## config.mk

```make
export PLATFORM = sky130hd
export DESIGN_NAME = sebi_top
export DESIGN_NICKNAME = d
export VERILOG_FILES = /design/src/core/sebi_pkg.sv /design/src/core/sebi_top.sv /design/src/core/sebi_sync.sv
export SDC_FILE = /design/constraint.sdc
export NUM_CORES = 1
export LEC_CHECK = 0
export ABC_AREA = 1
export BUFFER_PORTS_ARGS = -buffer_cell sky130_fd_sc_hd__buf_4
export CAP_MARGIN = 0
export CORE_ASPECT_RATIO = 0.7
export CORE_MARGIN = 4
export CORE_UTILIZATION = 61
export DETAILED_ROUTE_END_ITERATION = 10
export PLACE_DENSITY = 0.82
export REMOVE_ABC_BUFFERS = 1
export SYNTH_ARGS = -nofsm -noshare
export SYNTH_HDL_FRONTEND = slang
export SYNTH_SLANG_ARGS = --single-unit
export TNS_END_PERCENT = 50
```

## constraint.sdc

```tcl
create_clock -name aclk -period 3 [get_ports aclk]
set_input_delay 0 -clock aclk [delete_from_list [all_inputs] [get_ports aclk]]
set_output_delay 0 -clock aclk [all_outputs]
set_load 0.05 [all_outputs]
```

## src/core/sebi_pkg.sv

```systemverilog
package sebi_pkg;

  // Instruction codes
  localparam logic [7:0] OP_WREN = 8'h06;
  localparam logic [7:0] OP_WRDI = 8'h04;
  localparam logic [7:0] OP_RDSR = 8'h05;
  localparam logic [7:0] OP_WRSR = 8'h01;
  localparam logic [7:0] OP_READ = 8'h03;
  localparam logic [7:0] OP_WRITE = 8'h02;

  // Status byte bit positions
  localparam int SR_WIP = 0;
  localparam int SR_WEL = 1;
  localparam int SR_BP0 = 2;
  localparam int SR_BP1 = 3;
  localparam int SR_STATUS_WRITE_LOCK_BIT = 7;

  // Power-on value of the nonvolatile bits in simulation
  localparam logic NV_INIT = 1'b0;

  // Synchronised pin vector layout
  localparam int PIN_W = 5;
  localparam int PIN_SCLK = 0;
  localparam int PIN_CS = 1;
  localparam int PIN_MOSI = 2;
  localparam int PIN_HOLD = 3;
  localparam int PIN_WP = 4;
  // Select resets low: a stale high from reset must never arm selection
  localparam logic [PIN_W-1:0] PIN_RESET = 5'h18;

  localparam logic [2:0] BIT_FIRST = 3'h0;
  localparam logic [2:0] BIT_LAST = 3'h7;
  localparam int WC_W = 20;

  // Register map
  localparam logic [31:0] ADDR_CTRL = 32'h0000_0000;
  localparam logic [31:0] ADDR_STATUS = 32'h0000_0004;
  localparam logic [31:0] ADDR_LASTWR = 32'h0000_0008;
  localparam logic [1:0] RESP_OKAY = 2'h0;
  localparam logic [1:0] RESP_DECERR = 2'h3;
  localparam logic [7:0] CTRL_RESET = 8'h00;

  typedef enum logic [2:0] {
    ST_IDLE,
    ST_OPCODE,
    ST_ADDR,
    ST_DATA,
    ST_SEND,
    ST_EXEC,
    ST_IGNORE
  } sebi_state_t;

endpackage

```

## src/core/sebi_top.sv

```systemverilog
// The address map and the AXI4-Lite slave port were decided locally.
`timescale 1ns/1ps
// Function
// RL1: Write-protect pin low with lock bit set freezes the protect size bits.
// RL2: Master holds write-protect at a steady level through every write instruction.
// RL3: Instructions, addresses and input data arrive most significant bit first.
// RL4: First input bit is taken on the first rising clock after select falls.
// RL5: Read output goes MSB first, from the first falling edge after instruction.
// RL6: Output is undriven whenever the device is not selected.
// RL7: Both clock modes work: sample on rising, change output on falling edges.
// RL8: Master idles the clock low in mode 0 and high in mode 3.
// RL9: Nothing is accepted while power-on reset is active.
// RL10: Reset leaves device deselected, standby, latch and busy clear, nonvolatile bits kept.
// RL11: Selection needs a seen falling select edge; select low at power-up ignored.
// RL12: Master keeps device deselected and idle before the supply falls.
// RL13: Select low means selected and active.
// RL14: Select high deselects; standby waits for any running write cycle.
// RL15: Pause freezes the bit position so the transfer resumes where it stopped.
// RL16: Master only pauses while select is low.
// RL17: While paused the output is undriven and clock and data are ignored.
// RL18: Deselect while paused resets the interface but keeps latch and busy flags.
// RL19: A complete write command still starts its write cycle on paused deselect.
// RL20: Pause begins only when pause input falls while the clock is low.
// RL21: Pause ends when pause input is high while the clock is low.
// RL22: An instruction executes only if select rises right after its last bit.
// RL23: An unknown instruction code makes the device ignore everything until deselect.
module sebi_top #(
  parameter int WRITE_CYCLES = 1000
) (
  input wire logic aclk,
  input wire logic aresetn,
  input wire logic [31:0] s_axi_awaddr,
  input wire logic s_axi_awvalid,
  output logic s_axi_awready,
  input wire logic [31:0] s_axi_wdata,
  input wire logic [3:0] s_axi_wstrb,
  input wire logic s_axi_wvalid,
  output logic s_axi_wready,
  output logic [1:0] s_axi_bresp,
  output logic s_axi_bvalid,
  input wire logic s_axi_bready,
  input wire logic [31:0] s_axi_araddr,
  input wire logic s_axi_arvalid,
  output logic s_axi_arready,
  output logic [31:0] s_axi_rdata,
  output logic [1:0] s_axi_rresp,
  output logic s_axi_rvalid,
  input wire logic s_axi_rready,
  input wire logic spi_sclk,
  input wire logic spi_cs_n,
  input wire logic spi_mosi,
  input wire logic spi_hold_n,
  input wire logic spi_wp_n,
  output logic spi_miso,
  output logic spi_miso_oe,
  output logic standby
);
  import sebi_pkg::*;

  function automatic logic [7:0] status_byte(input logic lock, input logic hi, input logic lo,
                                             input logic write_enable_latch, input logic write_busy_flag);
    logic [7:0] sb;
    sb = 8'h00;
    sb[SR_STATUS_WRITE_LOCK_BIT] = lock;
    sb[SR_BP1] = hi;
    sb[SR_BP0] = lo;
    sb[SR_WEL] = write_enable_latch;
    sb[SR_WIP] = write_busy_flag;
    return sb;
  endfunction

  logic [PIN_W-1:0] pin_s;
  logic sclk_p_q, cs_p_q, hold_p_q;
  logic sclk_rise, sclk_fall, cs_rise, cs_fall, hold_fall;

  // Pins are asynchronous to aclk; the link clock is sampled, not used as a clock
  sebi_sync #(.W(PIN_W), .RST_VAL(PIN_RESET)) u_sync (
    .aclk(aclk),
    .aresetn(aresetn),
    .din({spi_wp_n, spi_hold_n, spi_mosi, spi_cs_n, spi_sclk}),
    .dout(pin_s)
  );

  assign sclk_rise = pin_s[PIN_SCLK] && !sclk_p_q;
  assign sclk_fall = !pin_s[PIN_SCLK] && sclk_p_q;
  assign cs_rise = pin_s[PIN_CS] && !cs_p_q;
  assign cs_fall = !pin_s[PIN_CS] && cs_p_q;
  assign hold_fall = !pin_s[PIN_HOLD] && hold_p_q;

  // Serial side state
  sebi_state_t state_q, state_d;
  logic sel_q, sel_d, armed_q, armed_d, paused_q, paused_d;
  logic [2:0] bit_q, bit_d;
  logic [7:0] shift_q, shift_d, opcode_q, opcode_d, data_q, data_d, nbytes_q, nbytes_d;
  logic [15:0] addr_q, addr_d;
  logic abyte_q, abyte_d;
  logic write_enable_latch_q, write_enable_latch_d, write_busy_flag_q, write_busy_flag_d;
  logic status_write_lock_bit_q = NV_INIT;
  logic protect_size_hi_q = NV_INIT;
  logic protect_size_lo_q = NV_INIT;
  logic status_write_lock_bit_d, protect_size_hi_d, protect_size_lo_d;
  logic [WC_W-1:0] wcnt_q, wcnt_d;
  logic [31:0] lastwr_q, lastwr_d;
  logic miso_q, miso_d, miso_oe_q, miso_oe_d, standby_q, standby_d;
  logic [7:0] rd_byte_q, rd_byte_d;
  logic [7:0] byte_in, out_byte;
  logic locked, write_ok;

  assign locked = !pin_s[PIN_WP] && status_write_lock_bit_q; // [RL1]
  assign byte_in = {shift_q[6:0], pin_s[PIN_MOSI]}; // [RL3]
  assign out_byte = (opcode_q == OP_RDSR) ? status_byte(status_write_lock_bit_q, protect_size_hi_q,
                    protect_size_lo_q, write_enable_latch_q, write_busy_flag_q) : rd_byte_q;
  assign write_ok = (state_q == ST_DATA) && (opcode_q == OP_WRITE) && (nbytes_q != 8'h00)
                    && (bit_q == BIT_FIRST);

  always_comb begin
    state_d = state_q;
    sel_d = sel_q;
    armed_d = armed_q;
    paused_d = paused_q;
    bit_d = bit_q;
    shift_d = shift_q;
    opcode_d = opcode_q;
    data_d = data_q;
    nbytes_d = nbytes_q;
    addr_d = addr_q;
    abyte_d = abyte_q;
    write_enable_latch_d = write_enable_latch_q;
    write_busy_flag_d = write_busy_flag_q;
    status_write_lock_bit_d = status_write_lock_bit_q;
    protect_size_hi_d = protect_size_hi_q;
    protect_size_lo_d = protect_size_lo_q;
    wcnt_d = wcnt_q;
    lastwr_d = lastwr_q;
    miso_d = miso_q;
    if (pin_s[PIN_CS]) begin
      armed_d = 1'b1; // [RL11]
    end
    if (write_busy_flag_q) begin
      if (wcnt_q <= WC_W'(1)) begin
        write_busy_flag_d = 1'b0;
        write_enable_latch_d = 1'b0;
        wcnt_d = '0;
      end else begin
        wcnt_d = wcnt_q - WC_W'(1);
      end
    end
    if (sel_q && cs_rise) begin
      // Deselect always drops the interface; a paused one only keeps a finished write
      if (write_ok && write_enable_latch_q && !write_busy_flag_q) begin // [RL19] [RL22]
        write_busy_flag_d = 1'b1;
        wcnt_d = WC_W'(WRITE_CYCLES);
        lastwr_d = {nbytes_q, data_q, addr_q};
      end else if (!paused_q && state_q == ST_EXEC) begin // [RL22] [RL18]
        case (opcode_q)
          OP_WREN: write_enable_latch_d = 1'b1;
          OP_WRDI: write_enable_latch_d = 1'b0;
          OP_WRSR: begin
            if (write_enable_latch_q && !write_busy_flag_q && !locked) begin // [RL1]
              status_write_lock_bit_d = data_q[SR_STATUS_WRITE_LOCK_BIT];
              protect_size_hi_d = data_q[SR_BP1];
              protect_size_lo_d = data_q[SR_BP0];
              write_busy_flag_d = 1'b1;
              wcnt_d = WC_W'(WRITE_CYCLES);
            end
          end
          default: ;
        endcase
      end
      sel_d = 1'b0; // [RL14]
      paused_d = 1'b0;
      state_d = ST_IDLE;
      bit_d = BIT_FIRST;
      nbytes_d = 8'h00;
      abyte_d = 1'b0;
    end else if (!sel_q) begin
      if (cs_fall && armed_q) begin
        sel_d = 1'b1; // [RL13] [RL11]
        state_d = ST_OPCODE;
        bit_d = BIT_FIRST;
      end
    end else if (paused_q) begin
      if (pin_s[PIN_HOLD] && !pin_s[PIN_SCLK]) begin
        paused_d = 1'b0; // [RL21]
      end
    end else if (hold_fall && !pin_s[PIN_SCLK]) begin
      paused_d = 1'b1; // [RL20] [RL15]
    end else begin
      if (sclk_rise) begin // [RL7]
        if (state_q == ST_EXEC) begin
          state_d = ST_IGNORE; // [RL22]
        end else if (state_q != ST_IGNORE) begin
          shift_d = byte_in; // [RL4]
          bit_d = bit_q + 3'h1;
          if (bit_q == BIT_LAST) begin
            case (state_q)
              ST_OPCODE: begin
                opcode_d = byte_in;
                case (byte_in)
                  OP_WREN, OP_WRDI: state_d = ST_EXEC;
                  OP_WRSR: state_d = ST_DATA;
                  OP_RDSR: state_d = ST_SEND;
                  OP_READ, OP_WRITE: state_d = ST_ADDR;
                  default: state_d = ST_IGNORE; // [RL23]
                endcase
              end
              ST_ADDR: begin
                addr_d = {addr_q[7:0], byte_in};
                abyte_d = !abyte_q;
                if (abyte_q) begin
                  state_d = (opcode_q == OP_READ) ? ST_SEND : ST_DATA;
                end
              end
              ST_DATA: begin
                data_d = byte_in;
                nbytes_d = nbytes_q + 8'h01;
                if (opcode_q == OP_WRSR) begin
                  state_d = ST_EXEC;
                end
              end
              ST_SEND: begin
                if (opcode_q == OP_READ) begin
                  addr_d = addr_q + 16'h0001;
                end
              end
              default: ;
            endcase
          end
        end
      end
      if (sclk_fall && state_q == ST_SEND) begin
        miso_d = out_byte[BIT_LAST - bit_q]; // [RL5] [RL7]
      end
    end
    miso_oe_d = sel_d && !paused_d && (state_d == ST_SEND); // [RL6] [RL17]
    standby_d = !sel_d && !write_busy_flag_d; // [RL14]
  end

  always_ff @(posedge aclk) begin
    // Nonvolatile bits survive power-on reset
    status_write_lock_bit_q <= status_write_lock_bit_d; // [RL10]
    protect_size_hi_q <= protect_size_hi_d;
    protect_size_lo_q <= protect_size_lo_d;
    if (!aresetn) begin // [RL9] [RL10]
      state_q <= ST_IDLE;
      sel_q <= 1'b0;
      armed_q <= 1'b0;
      paused_q <= 1'b0;
      bit_q <= BIT_FIRST;
      shift_q <= 8'h00;
      opcode_q <= 8'h00;
      data_q <= 8'h00;
      nbytes_q <= 8'h00;
      addr_q <= 16'h0000;
      abyte_q <= 1'b0;
      write_enable_latch_q <= 1'b0;
      write_busy_flag_q <= 1'b0;
      wcnt_q <= '0;
      lastwr_q <= 32'h0000_0000;
      miso_q <= 1'b0;
      miso_oe_q <= 1'b0;
      standby_q <= 1'b1;
      sclk_p_q <= 1'b0;
      cs_p_q <= 1'b1;
      hold_p_q <= 1'b1;
    end else begin
      state_q <= state_d;
      sel_q <= sel_d;
      armed_q <= armed_d;
      paused_q <= paused_d;
      bit_q <= bit_d;
      shift_q <= shift_d;
      opcode_q <= opcode_d;
      data_q <= data_d;
      nbytes_q <= nbytes_d;
      addr_q <= addr_d;
      abyte_q <= abyte_d;
      write_enable_latch_q <= write_enable_latch_d;
      write_busy_flag_q <= write_busy_flag_d;
      wcnt_q <= wcnt_d;
      lastwr_q <= lastwr_d;
      miso_q <= miso_d;
      miso_oe_q <= miso_oe_d;
      standby_q <= standby_d;
      sclk_p_q <= pin_s[PIN_SCLK];
      cs_p_q <= pin_s[PIN_CS];
      hold_p_q <= pin_s[PIN_HOLD];
    end
  end

  assign spi_miso = miso_q;
  assign spi_miso_oe = miso_oe_q;
  assign standby = standby_q;

  // Register bus
  logic aw_full_q, aw_full_d, w_full_q, w_full_d;
  logic [31:0] awaddr_q, awaddr_d, wdata_q, wdata_d, rdata_q, rdata_d;
  logic [3:0] wstrb_q, wstrb_d;
  logic awready_q, awready_d, wready_q, wready_d, bvalid_q, bvalid_d;
  logic arready_q, arready_d, rvalid_q, rvalid_d;
  logic [1:0] bresp_q, bresp_d, rresp_q, rresp_d;

  always_comb begin
    aw_full_d = aw_full_q;
    w_full_d = w_full_q;
    awaddr_d = awaddr_q;
    wdata_d = wdata_q;
    wstrb_d = wstrb_q;
    bvalid_d = bvalid_q;
    bresp_d = bresp_q;
    rvalid_d = rvalid_q;
    rdata_d = rdata_q;
    rresp_d = rresp_q;
    rd_byte_d = rd_byte_q;
    if (s_axi_awvalid && awready_q) begin
      aw_full_d = 1'b1;
      awaddr_d = s_axi_awaddr;
    end
    if (s_axi_wvalid && wready_q) begin
      w_full_d = 1'b1;
      wdata_d = s_axi_wdata;
      wstrb_d = s_axi_wstrb;
    end
    if (bvalid_q && s_axi_bready) begin
      bvalid_d = 1'b0;
    end
    if (aw_full_q && w_full_q && !bvalid_q) begin
      aw_full_d = 1'b0;
      w_full_d = 1'b0;
      bvalid_d = 1'b1;
      bresp_d = RESP_OKAY;
      if (awaddr_q == ADDR_CTRL) begin
        if (wstrb_q[0]) begin
          rd_byte_d = wdata_q[7:0];
        end
      end else if (awaddr_q != ADDR_STATUS && awaddr_q != ADDR_LASTWR) begin
        bresp_d = RESP_DECERR;
      end
    end
    if (rvalid_q && s_axi_rready) begin
      rvalid_d = 1'b0;
    end
    if (s_axi_arvalid && arready_q) begin
      rvalid_d = 1'b1;
      rresp_d = RESP_OKAY;
      case (s_axi_araddr)
        ADDR_CTRL: rdata_d = {24'h000000, rd_byte_q};
        ADDR_STATUS: rdata_d = {20'h00000, standby_q, sel_q, paused_q, pin_s[PIN_WP],
                                status_byte(status_write_lock_bit_q, protect_size_hi_q, protect_size_lo_q,
                                            write_enable_latch_q, write_busy_flag_q)};
        ADDR_LASTWR: rdata_d = lastwr_q;
        default: begin
          rdata_d = 32'h0000_0000;
          rresp_d = RESP_DECERR;
        end
      endcase
    end
    awready_d = !aw_full_d;
    wready_d = !w_full_d;
    arready_d = !rvalid_d;
  end

  always_ff @(posedge aclk) begin
    if (!aresetn) begin
      aw_full_q <= 1'b0;
      w_full_q <= 1'b0;
      awaddr_q <= 32'h0000_0000;
      wdata_q <= 32'h0000_0000;
      wstrb_q <= 4'h0;
      bvalid_q <= 1'b0;
      bresp_q <= RESP_OKAY;
      rvalid_q <= 1'b0;
      rdata_q <= 32'h0000_0000;
      rresp_q <= RESP_OKAY;
      rd_byte_q <= CTRL_RESET;
      awready_q <= 1'b0;
      wready_q <= 1'b0;
      arready_q <= 1'b0;
    end else begin
      aw_full_q <= aw_full_d;
      w_full_q <= w_full_d;
      awaddr_q <= awaddr_d;
      wdata_q <= wdata_d;
      wstrb_q <= wstrb_d;
      bvalid_q <= bvalid_d;
      bresp_q <= bresp_d;
      rvalid_q <= rvalid_d;
      rdata_q <= rdata_d;
      rresp_q <= rresp_d;
      rd_byte_q <= rd_byte_d;
      awready_q <= awready_d;
      wready_q <= wready_d;
      arready_q <= arready_d;
    end
  end

  assign s_axi_awready = awready_q;
  assign s_axi_wready = wready_q;
  assign s_axi_bvalid = bvalid_q;
  assign s_axi_bresp = bresp_q;
  assign s_axi_arready = arready_q;
  assign s_axi_rvalid = rvalid_q;
  assign s_axi_rdata = rdata_q;
  assign s_axi_rresp = rresp_q;
endmodule

```

## src/core/sebi_sync.sv

```systemverilog
`timescale 1ns/1ps
module sebi_sync #(
  parameter int W = 1,
  parameter logic [W-1:0] RST_VAL = '0
) (
  input wire logic aclk,
  input wire logic aresetn,
  input wire logic [W-1:0] din,
  output logic [W-1:0] dout
);
  logic [W-1:0] meta_q;
  logic [W-1:0] meta_d;
  logic [W-1:0] sync_q;
  logic [W-1:0] sync_d;

  always_comb begin
    meta_d = din;
    sync_d = meta_q;
  end

  always_ff @(posedge aclk) begin
    if (!aresetn) begin
      meta_q <= RST_VAL;
      sync_q <= RST_VAL;
    end else begin
      meta_q <= meta_d;
      sync_q <= sync_d;
    end
  end

  assign dout = sync_q;
endmodule

```

==> results of run 1 <==
area by class of cell:
cell class	instances	area share
clock inverter	7	0.00597
multi-input combinational	948	0.380
clock buffer	31	0.0513
timing repair buffer	189	0.129
tap	200	0.0210
inverter	129	0.0411
antenna	1	0.000210
sequential	220	0.371
per-layer routing:
metal | up-vias | wire (um) | global-route usage | share of wire
li1 | 4739 | - | - | -
met2 | 456 | 11600 | 0.469 | 0.43
met5 | - | 0 | 0 | 0
met4 | 0 | 654 | 0.0780 | 0.024
met1 | 4323 | 11900 | 0.407 | 0.45
met3 | 61 | 2610 | 0.0625 | 0.098
state kept, by name (all words and copies together), names as in the netlist, 16 cells and up:
register and flops:
addr_q 16, wcnt_q 20, lastwr_q 32, awaddr_q 32
s_axi_rdata 32
final timing paths:
kind                                     from                     endpoint
hold reg to reg   u_sync.meta_q[0]$_SDFF_PN0_    u_sync.dout[0]$_SDFF_PN0_
setup / recovery    s_axi_bvalid$_SDFFE_PN0P_    rd_byte_q[3]$_SDFFE_PN0P_
hold / removal                  s_axi_arvalid  s_axi_rdata[3]$_SDFFE_PN0P_
setup reg to reg    s_axi_bvalid$_SDFFE_PN0P_    rd_byte_q[3]$_SDFFE_PN0P_
stage by stage:
stage	total power [mW]	hold slack, ns
global placement	3.47	0.185
CTS	6.12	0.0314
global route	6.32	0.0644
finish	6.12	0.0382
floorplan	3.29	0.0689
detailed placement	3.48	0.186
power by group through the flow:
stage / Clock (mW) / Sequential (mW) / Combinational (mW)
2_1_floorplan: 0 / 3.11 / 0.181
3_3_place_gp: 0 / 3.09 / 0.377
3_5_place_dp: 0 / 3.09 / 0.384
4_1_cts: 2.65 / 3.03 / 0.439
5_1_grt: 2.79 / 3.04 / 0.497
6_report: 2.64 / 3.03 / 0.449
kinds of logic after synthesis:
logic type,synth area share
adders and majority gates,0.0103
AOI/OAI and AO/OA,0.155
DFF,0.454
xor gates and xnor gates,0.0206
and+or+nand+nor,0.279
buffers and inverters,0.0809
cell usage after synthesis, types with 4 or more instances:
cell	instances
or2_2	10
clkbuf_1	35
nand3_1	77
xnor2_1	9
nand2_1	218
ha_1	8
nor3_1	34
inv_1	122
buf_4	4
buf_6	4
xor2_1	14
a21oi_1	130
buf_1	6
nor4_1	4
nor2_1	236
nand3_2	6
a21oi_2	5
buf_2	9
nand4_1	21
nand2_2	4
dfxtp_1	217
o21ai_0	142
worst max-delay path: stages (launching register included):
cell and delay (ns):
dfxtp_1 0.32, nand3b_1 0.25, nor2_1 0.21, nand4_1 0.40
nor2_1 0.56, o21ai_0 0.16, nor2_1 0.14
what timing repair did:
action	4_1_cts	5_1_grt
buffers inserted	0	0
hold buffers	49	0
endpoints found under the hold margin	73	0
==> metrics.txt, run 1 <==
# TYPE chip_impl_metric gauge
chip_impl_metric{name="multi_input_comb_area",unit="sq um"} 4540
chip_impl_metric{name="clkSlewWorstSetupHoldPaths",unit="ns"} 0.06
chip_impl_metric{name="rr_worst_depth",unit=""} 6
chip_impl_metric{name="ff2ff_setup_slack",unit="ns"} 0.89
chip_impl_metric{name="slew-limit-headroom",unit=""} 0.346
chip_impl_metric{name="vias",unit=""} 9579
chip_impl_metric{name="globalplace.congestion",unit=""} 0.936
chip_impl_metric{name="layout_worst_path_cycle_share",unit=""} 0.702
chip_impl_metric{name="p_int",unit="mW"} 4.70
chip_impl_metric{name="fp.coreArea",unit="sq um"} 15600
chip_impl_metric{name="placement.io_buffers",unit=""} 128
chip_impl_info{name="synth_top_cells_by_area",value="dfxtp_1 (45%), nor2_1 (9.1%), nand2_1 (8.4%), o21ai_0 (7.3%), a21oi_1 (6.7%)"} 1
chip_impl_metric{name="die_h",unit="um"} 114
chip_impl_info{name="cts_tree",value="done"} 1
chip_impl_info{name="critPathLaunchType",value="flip-flop"} 1
chip_impl_metric{name="worstMarginPinSlew",unit="ns"} 0.978
chip_impl_metric{name="p_clk_frac",unit=""} 0.432
chip_impl_info{name="synth_top_cell_by_area",value="dfxtp_1"} 1
chip_impl_metric{name="pin_count",unit=""} 156
chip_impl_info{name="path_class",value="flip-flop to flip-flop"} 1
chip_impl_info{name="root_buffer_cell",value="clkbuf_16"} 1
chip_impl_metric{name="cts-buffers-inserted",unit=""} 21
chip_impl_metric{name="clock-sinks",unit=""} 220
chip_impl_metric{name="syn_avg_cell_area",unit="sq um"} 7.19
chip_impl_metric{name="worst-endpoint-required",unit="ns"} 3.44
chip_impl_metric{name="final-seq-area",unit="sq um"} 4430
chip_impl_metric{name="cp_max_fo",unit=""} 9
chip_impl_metric{name="htreeDepth",unit=""} 1
chip_impl_metric{name="fin_ws",unit="ns"} 0.893
chip_impl_metric{name="finalWorstPathRequiredPeriod",unit="ns"} 2.11
chip_impl_metric{name="area.growth.synth_to_final",unit="%"} 22.3
chip_impl_metric{name="antenna_violating_nets_post_route",unit=""} 0
chip_impl_metric{name="vdd.ir_drop.worst",unit="mV"} 0.388
chip_impl_metric{name="setup_viol",unit=""} 0
chip_impl_metric{name="seq_area_frac_synth",unit=""} 0.454
chip_impl_metric{name="fin_cells",unit=""} 1725
chip_impl_metric{name="design.die.area",unit="sq um"} 18100
chip_impl_metric{name="power_per_cell_area",unit="nW/um^2"} 512
chip_impl_metric{name="floorplan.die.width",unit="um"} 159
chip_impl_metric{name="yosysWarningCount",unit=""} 0
chip_impl_metric{name="post_synth_inst_count",unit=""} 1357
chip_impl_info{name="layout_commonest_cell",value="nor2_1"} 1
chip_impl_metric{name="share_of_cells_above_drive_strength_1",unit=""} 0.143
chip_impl_metric{name="dp_worst_setup_slack",unit="ns"} 0.941
chip_impl_metric{name="postCtsResizedCells",unit=""} 0
chip_impl_metric{name="std_cell_rows",unit=""} 38
chip_impl_metric{name="power_leakage",unit="nW"} 4.90
chip_impl_metric{name="timing_hold_violations_final",unit=""} 0
chip_impl_metric{name="num-nets-final",unit=""} 1629
chip_impl_metric{name="netSwitchingPower",unit="mW"} 1.42
chip_impl_metric{name="clk_buf_depth",unit=""} 3
chip_impl_metric{name="maxCapViolCount",unit=""} 0
chip_impl_metric{name="post-route-drc-count",unit=""} 0
chip_impl_metric{name="clk_latency",unit="ns"} 0.51
chip_impl_metric{name="post_synth_num_cell_types",unit=""} 49
chip_impl_metric{name="data_arrival_time_of_the_worst_path",unit="ns"} 2.55
chip_impl_metric{name="drtIter0Drc",unit=""} 969
chip_impl_metric{name="vias_per_cell",unit=""} 5.55
chip_impl_metric{name="effective_utilization_at_floorplan",unit=""} 0.626
chip_impl_info{name="synth_ff_type",value="dfxtp_1"} 1
chip_impl_metric{name="postLayoutCoreUtil",unit=""} 0.766
chip_impl_metric{name="maximum_number_of_pins_on_one_net_before_global_route_repair",unit=""} 101
chip_impl_metric{name="synth_edf_count",unit=""} 3
chip_impl_metric{name="finalMaxSlewViolations",unit=""} 0
chip_impl_metric{name="total_negative_setup_slack",unit="ns"} 0
chip_impl_metric{name="finClkSkew",unit="ns"} 0.0160
chip_impl_metric{name="netlist_area_before_placement",unit="sq um"} 9760
chip_impl_info{name="unrepaired_setup_endpoints_after_global_routing",value="false"} 1
chip_impl_info{name="mostFrequentLayoutCells",value="nor2_1 (236), nand2_1 (218), dfxtp_1 (217), o21ai_0 (142), buf_4 (140)"} 1
chip_impl_metric{name="timing.hold.worst_path_depth",unit=""} 5
chip_impl_info{name="endpoint_kind",value="flip-flop"} 1
chip_impl_info{name="outcome",value="complete, no violations"} 1
chip_impl_metric{name="post-synth-top-area-fraction",unit=""} 0.445
chip_impl_metric{name="synth_seq_cells",unit=""} 220
chip_impl_metric{name="fmax",unit="MHz"} 475
chip_impl_metric{name="postSynth.asyncResetShare",unit=""} 0
chip_impl_metric{name="grt_first_pass_wirelength",unit="mm"} 44.6
chip_impl_metric{name="combined_global_route_utilization_of_all_metal_layers",unit=""} 0.293
chip_impl_metric{name="gr-total-overflow",unit=""} 0
chip_impl_metric{name="grt_pass1_vias",unit=""} 9073
chip_impl_metric{name="place.detailed.instances",unit=""} 1637
chip_impl_metric{name="wire_per_inst",unit="um"} 15.5
chip_impl_metric{name="comb_power_share",unit=""} 0.073
chip_impl_metric{name="place_area",unit="sq um"} 10800
chip_impl_metric{name="dpl_wire_length",unit="mm"} 17.8
chip_impl_metric{name="design_area",unit="sq um"} 11900
chip_impl_metric{name="first_pass_iters",unit=""} 6
chip_impl_metric{name="number_of_antenna_violations_at_the_first_check_in_global_routing",unit=""} 1
chip_impl_metric{name="nFillCells",unit=""} 1192
chip_impl_info{name="class_of_the_tightest_hold_or_removal_check",value="input port to flip-flop"} 1
chip_impl_metric{name="wirelength",unit="mm"} 26.8
chip_impl_metric{name="p_seq_frac",unit=""} 0.495
chip_impl_metric{name="switching_share",unit=""} 0.232
No activity file was read; power rests on OpenSTA's default activity.
==> run 2, diff against run 1 <==
--- a/config.mk
+++ b/config.mk
@@ -10,9 +10,9 @@
 export CAP_MARGIN = 0
 export CORE_ASPECT_RATIO = 0.7
 export CORE_MARGIN = 4
-export CORE_UTILIZATION = 61
+export CORE_UTILIZATION = 51
 export DETAILED_ROUTE_END_ITERATION = 10
-export PLACE_DENSITY = 0.82
+export PLACE_DENSITY = 0.73
 export REMOVE_ABC_BUFFERS = 1
 export SYNTH_ARGS = -nofsm -noshare
 export SYNTH_HDL_FRONTEND = slang
==> constraint.sdc (replaced) <==
create_clock -name aclk -period 1.9 [get_ports aclk]
set_input_delay 0 -clock aclk [delete_from_list [all_inputs] [get_ports aclk]]
set_output_delay 0 -clock aclk [all_outputs]
set_load 0.05 [all_outputs]
==> metrics.txt, run 2 (synthesized netlist as in run 1, its figures left out) <==
# TYPE chip_impl_metric gauge
chip_impl_metric{name="timing_hold_violations_final",unit=""} 0
chip_impl_metric{name="floorplan.die.width",unit="um"} 173
chip_impl_info{name="unrepaired_setup_endpoints_after_global_routing",value="true"} 1
chip_impl_metric{name="power_per_cell_area",unit="nW/um^2"} 785
chip_impl_metric{name="layout_worst_path_cycle_share",unit=""} 0.977
chip_impl_metric{name="finClkSkew",unit="ns"} 0.00772
chip_impl_info{name="path_class",value="flip-flop to flip-flop"} 1
chip_impl_metric{name="num-nets-final",unit=""} 1675
chip_impl_metric{name="worst-endpoint-required",unit="ns"} 2.29
chip_impl_metric{name="area.growth.synth_to_final",unit="%"} 27.9
chip_impl_info{name="mostFrequentLayoutCells",value="nor2_1 (233), nand2_1 (217), dfxtp_1 (213), buf_4 (176), o21ai_0 (141)"} 1
chip_impl_info{name="outcome",value="complete, no violations"} 1
chip_impl_metric{name="post-route-drc-count",unit=""} 0
chip_impl_metric{name="design_area",unit="sq um"} 12500
chip_impl_metric{name="dp_worst_setup_slack",unit="ns"} -0.00922
chip_impl_metric{name="first_pass_iters",unit=""} 5
chip_impl_metric{name="critical_path_buf_inv_count",unit=""} 4
chip_impl_metric{name="std_cell_rows",unit=""} 42
chip_impl_info{name="timing.rr.end",value="lastwr_q[7]$_SDFFE_PN0P_"} 1
chip_impl_info{name="setup.worst_path.start",value="bit_q[0]$_SDFFE_PP0P_"} 1
chip_impl_metric{name="grt_pass1_vias",unit=""} 8727
chip_impl_metric{name="fp.coreArea",unit="sq um"} 18900
chip_impl_metric{name="antenna_violating_nets_post_route",unit=""} 0
chip_impl_metric{name="ff2ff_setup_slack",unit="ns"} 0.04
chip_impl_metric{name="place.detailed.instances",unit=""} 1714
chip_impl_metric{name="setup_viol",unit=""} 0
chip_impl_info{name="class_of_the_tightest_hold_or_removal_check",value="input port to flip-flop"} 1
chip_impl_metric{name="die_h",unit="um"} 124
chip_impl_metric{name="globalplace.congestion",unit=""} 0.937
chip_impl_info{name="root_buffer_cell",value="clkbuf_16"} 1
chip_impl_info{name="critical-path-slowest-cell",value="dfxtp_4"} 1
chip_impl_metric{name="cts-buffers-inserted",unit=""} 22
chip_impl_metric{name="clk_buf_depth",unit=""} 3
chip_impl_metric{name="fmax",unit="MHz"} 539
chip_impl_info{name="cp-endpoint",value="lastwr_q[7]$_SDFFE_PN0P_"} 1
chip_impl_info{name="cts_tree",value="done"} 1
chip_impl_metric{name="share_of_cells_above_drive_strength_1",unit=""} 0.171
chip_impl_info{name="critPathLaunchType",value="flip-flop"} 1
chip_impl_metric{name="cp_max_fo",unit=""} 29
chip_impl_metric{name="maxCapViolCount",unit=""} 0
chip_impl_metric{name="worstMarginPinSlew",unit="ns"} 0.502
chip_impl_metric{name="crit_cells",unit=""} 10
chip_impl_metric{name="drtIter0Drc",unit=""} 917
chip_impl_metric{name="rr_worst_depth",unit=""} 10
chip_impl_metric{name="pin_count",unit=""} 156
chip_impl_metric{name="htreeDepth",unit=""} 1
chip_impl_metric{name="finalWorstPathRequiredPeriod",unit="ns"} 1.86
chip_impl_metric{name="gr-total-overflow",unit=""} 0
chip_impl_metric{name="clkSlewWorstSetupHoldPaths",unit="ns"} 0.06
chip_impl_metric{name="vdd.ir_drop.worst",unit="mV"} 0.637
chip_impl_info{name="timing.critical_path.max_delay_family",value="buffers and inverters"} 1
chip_impl_metric{name="wirelength",unit="mm"} 27.2
chip_impl_metric{name="clk_latency",unit="ns"} 0.50
chip_impl_metric{name="grt_first_pass_wirelength",unit="mm"} 43.7
chip_impl_metric{name="wire_per_inst",unit="um"} 15.1
chip_impl_metric{name="power_leakage",unit="nW"} 5.17
chip_impl_info{name="endpoint_kind",value="flip-flop"} 1
chip_impl_info{name="worstReg2RegStart",value="bit_q[0]$_SDFFE_PP0P_"} 1
chip_impl_info{name="crit_path_cell_trace",value="inv_1, ha_1, nand4_1, nor3_1, nand4_1, buf_4, buf_4, clkbuf_16, o21ai_0, a21oi_1"} 1
chip_impl_metric{name="total_negative_setup_slack",unit="ns"} 0
chip_impl_metric{name="dpl_wire_length",unit="mm"} 18.9
chip_impl_metric{name="fin_cells",unit=""} 1810
chip_impl_metric{name="vias",unit=""} 9572
chip_impl_info{name="layout_commonest_cell",value="nor2_1"} 1
chip_impl_metric{name="fin_ws",unit="ns"} 0.0432
chip_impl_metric{name="fin_worst_hold_slack",unit="ns"} 0.0710
chip_impl_metric{name="placement.io_buffers",unit=""} 128
chip_impl_metric{name="data_arrival_time_of_the_worst_path",unit="ns"} 2.25
chip_impl_metric{name="maximum_number_of_pins_on_one_net_before_global_route_repair",unit=""} 60
chip_impl_metric{name="slew-limit-headroom",unit=""} 0.664
chip_impl_metric{name="combined_global_route_utilization_of_all_metal_layers",unit=""} 0.245
chip_impl_metric{name="number_of_antenna_violations_at_the_first_check_in_global_routing",unit=""} 0
chip_impl_metric{name="vias_per_cell",unit=""} 5.29
chip_impl_metric{name="n_antenna_cell",unit=""} 0
chip_impl_metric{name="crit_path_max_incr_delay",unit="ns"} 0.37
chip_impl_metric{name="finalMaxSlewViolations",unit=""} 0
chip_impl_metric{name="design.die.area",unit="sq um"} 21500
chip_impl_metric{name="clock-sinks",unit=""} 220
chip_impl_metric{name="effective_utilization_at_floorplan",unit=""} 0.517
chip_impl_metric{name="place_area",unit="sq um"} 11100
-- run 2: timing repair --
action,CTS,global route
resized for setup,1,17
buffers inserted,0,4
hold buffers,53,0
setup endpoints to repair,9,77
gates cloned,0,2
pin swaps,0,1
endpoints found under the hold margin,57,0
-- run 2: layout make-up --
cell class,instances,area [sq um]
clock buffers,32,659
multi-input cells,948,4560
inverters,129,493
repair buffers,234,1960
fillers,1653,6380
flip-flops and latches,220,4440
well taps,242,303
clock inverters,5,60.1
-- run 2: worst min-delay path by stage --
stage,startpoint,to,slack (ns),depth (start not counted)
global placement,spi_mosi,u_sync.meta_q[2]$_SDFF_PN0_,0.18,3
detailed placement,spi_cs_n,u_sync.meta_q[1]$_SDFF_PN0_,0.18,3
floorplan,aresetn,cs_p_q$_SDFF_PN1_,0.07,1
CTS,s_axi_wvalid,wstrb_q[0]$_SDFFE_PN0P_,0.005,4
global route,s_axi_arvalid,s_axi_rdata[25]$_SDFFE_PN0P_,0.11,5
finish,s_axi_arvalid,s_axi_rdata[29]$_SDFFE_PN0P_,0.07,5
-- run 2: routing by layer --
metal  wire (um)  global-route usage  share of wire
met3        2030              0.0422          0.075
met5           0                   0              0
met4         556              0.0518          0.020
met1       12700               0.346           0.47
met2       11900               0.398           0.44
-- run 2: stage by stage --
step	total power [mW]	utilization
finish	9.80	0.662
global route	10.1	0.662
CTS	9.85	0.655
detailed placement	5.52	0.589
global placement	5.50	0.589
floorplan	5.20	-
-- run 2: report_power, final --
| part | internal (mW) | leakage (nW) | switching (mW) |
|---|---|---|---|
| logic | 0.343 | 3.03 | 0.398 |
| registers | 4.72 | 1.78 | 0.0611 |
| clock network | 2.54 | 0.351 | 1.74 |
-- run 2: worst register-to-register path: stages, from the launching register on --
cell	delay, ns
dfxtp_4	0.37
inv_1	0.14
ha_1	0.18
nand4_1	0.10
nor3_1	0.13
nand4_1	0.10
buf_4	0.18
buf_4	0.15
clkbuf_16	0.19
o21ai_0	0.16
a21oi_1	0.06
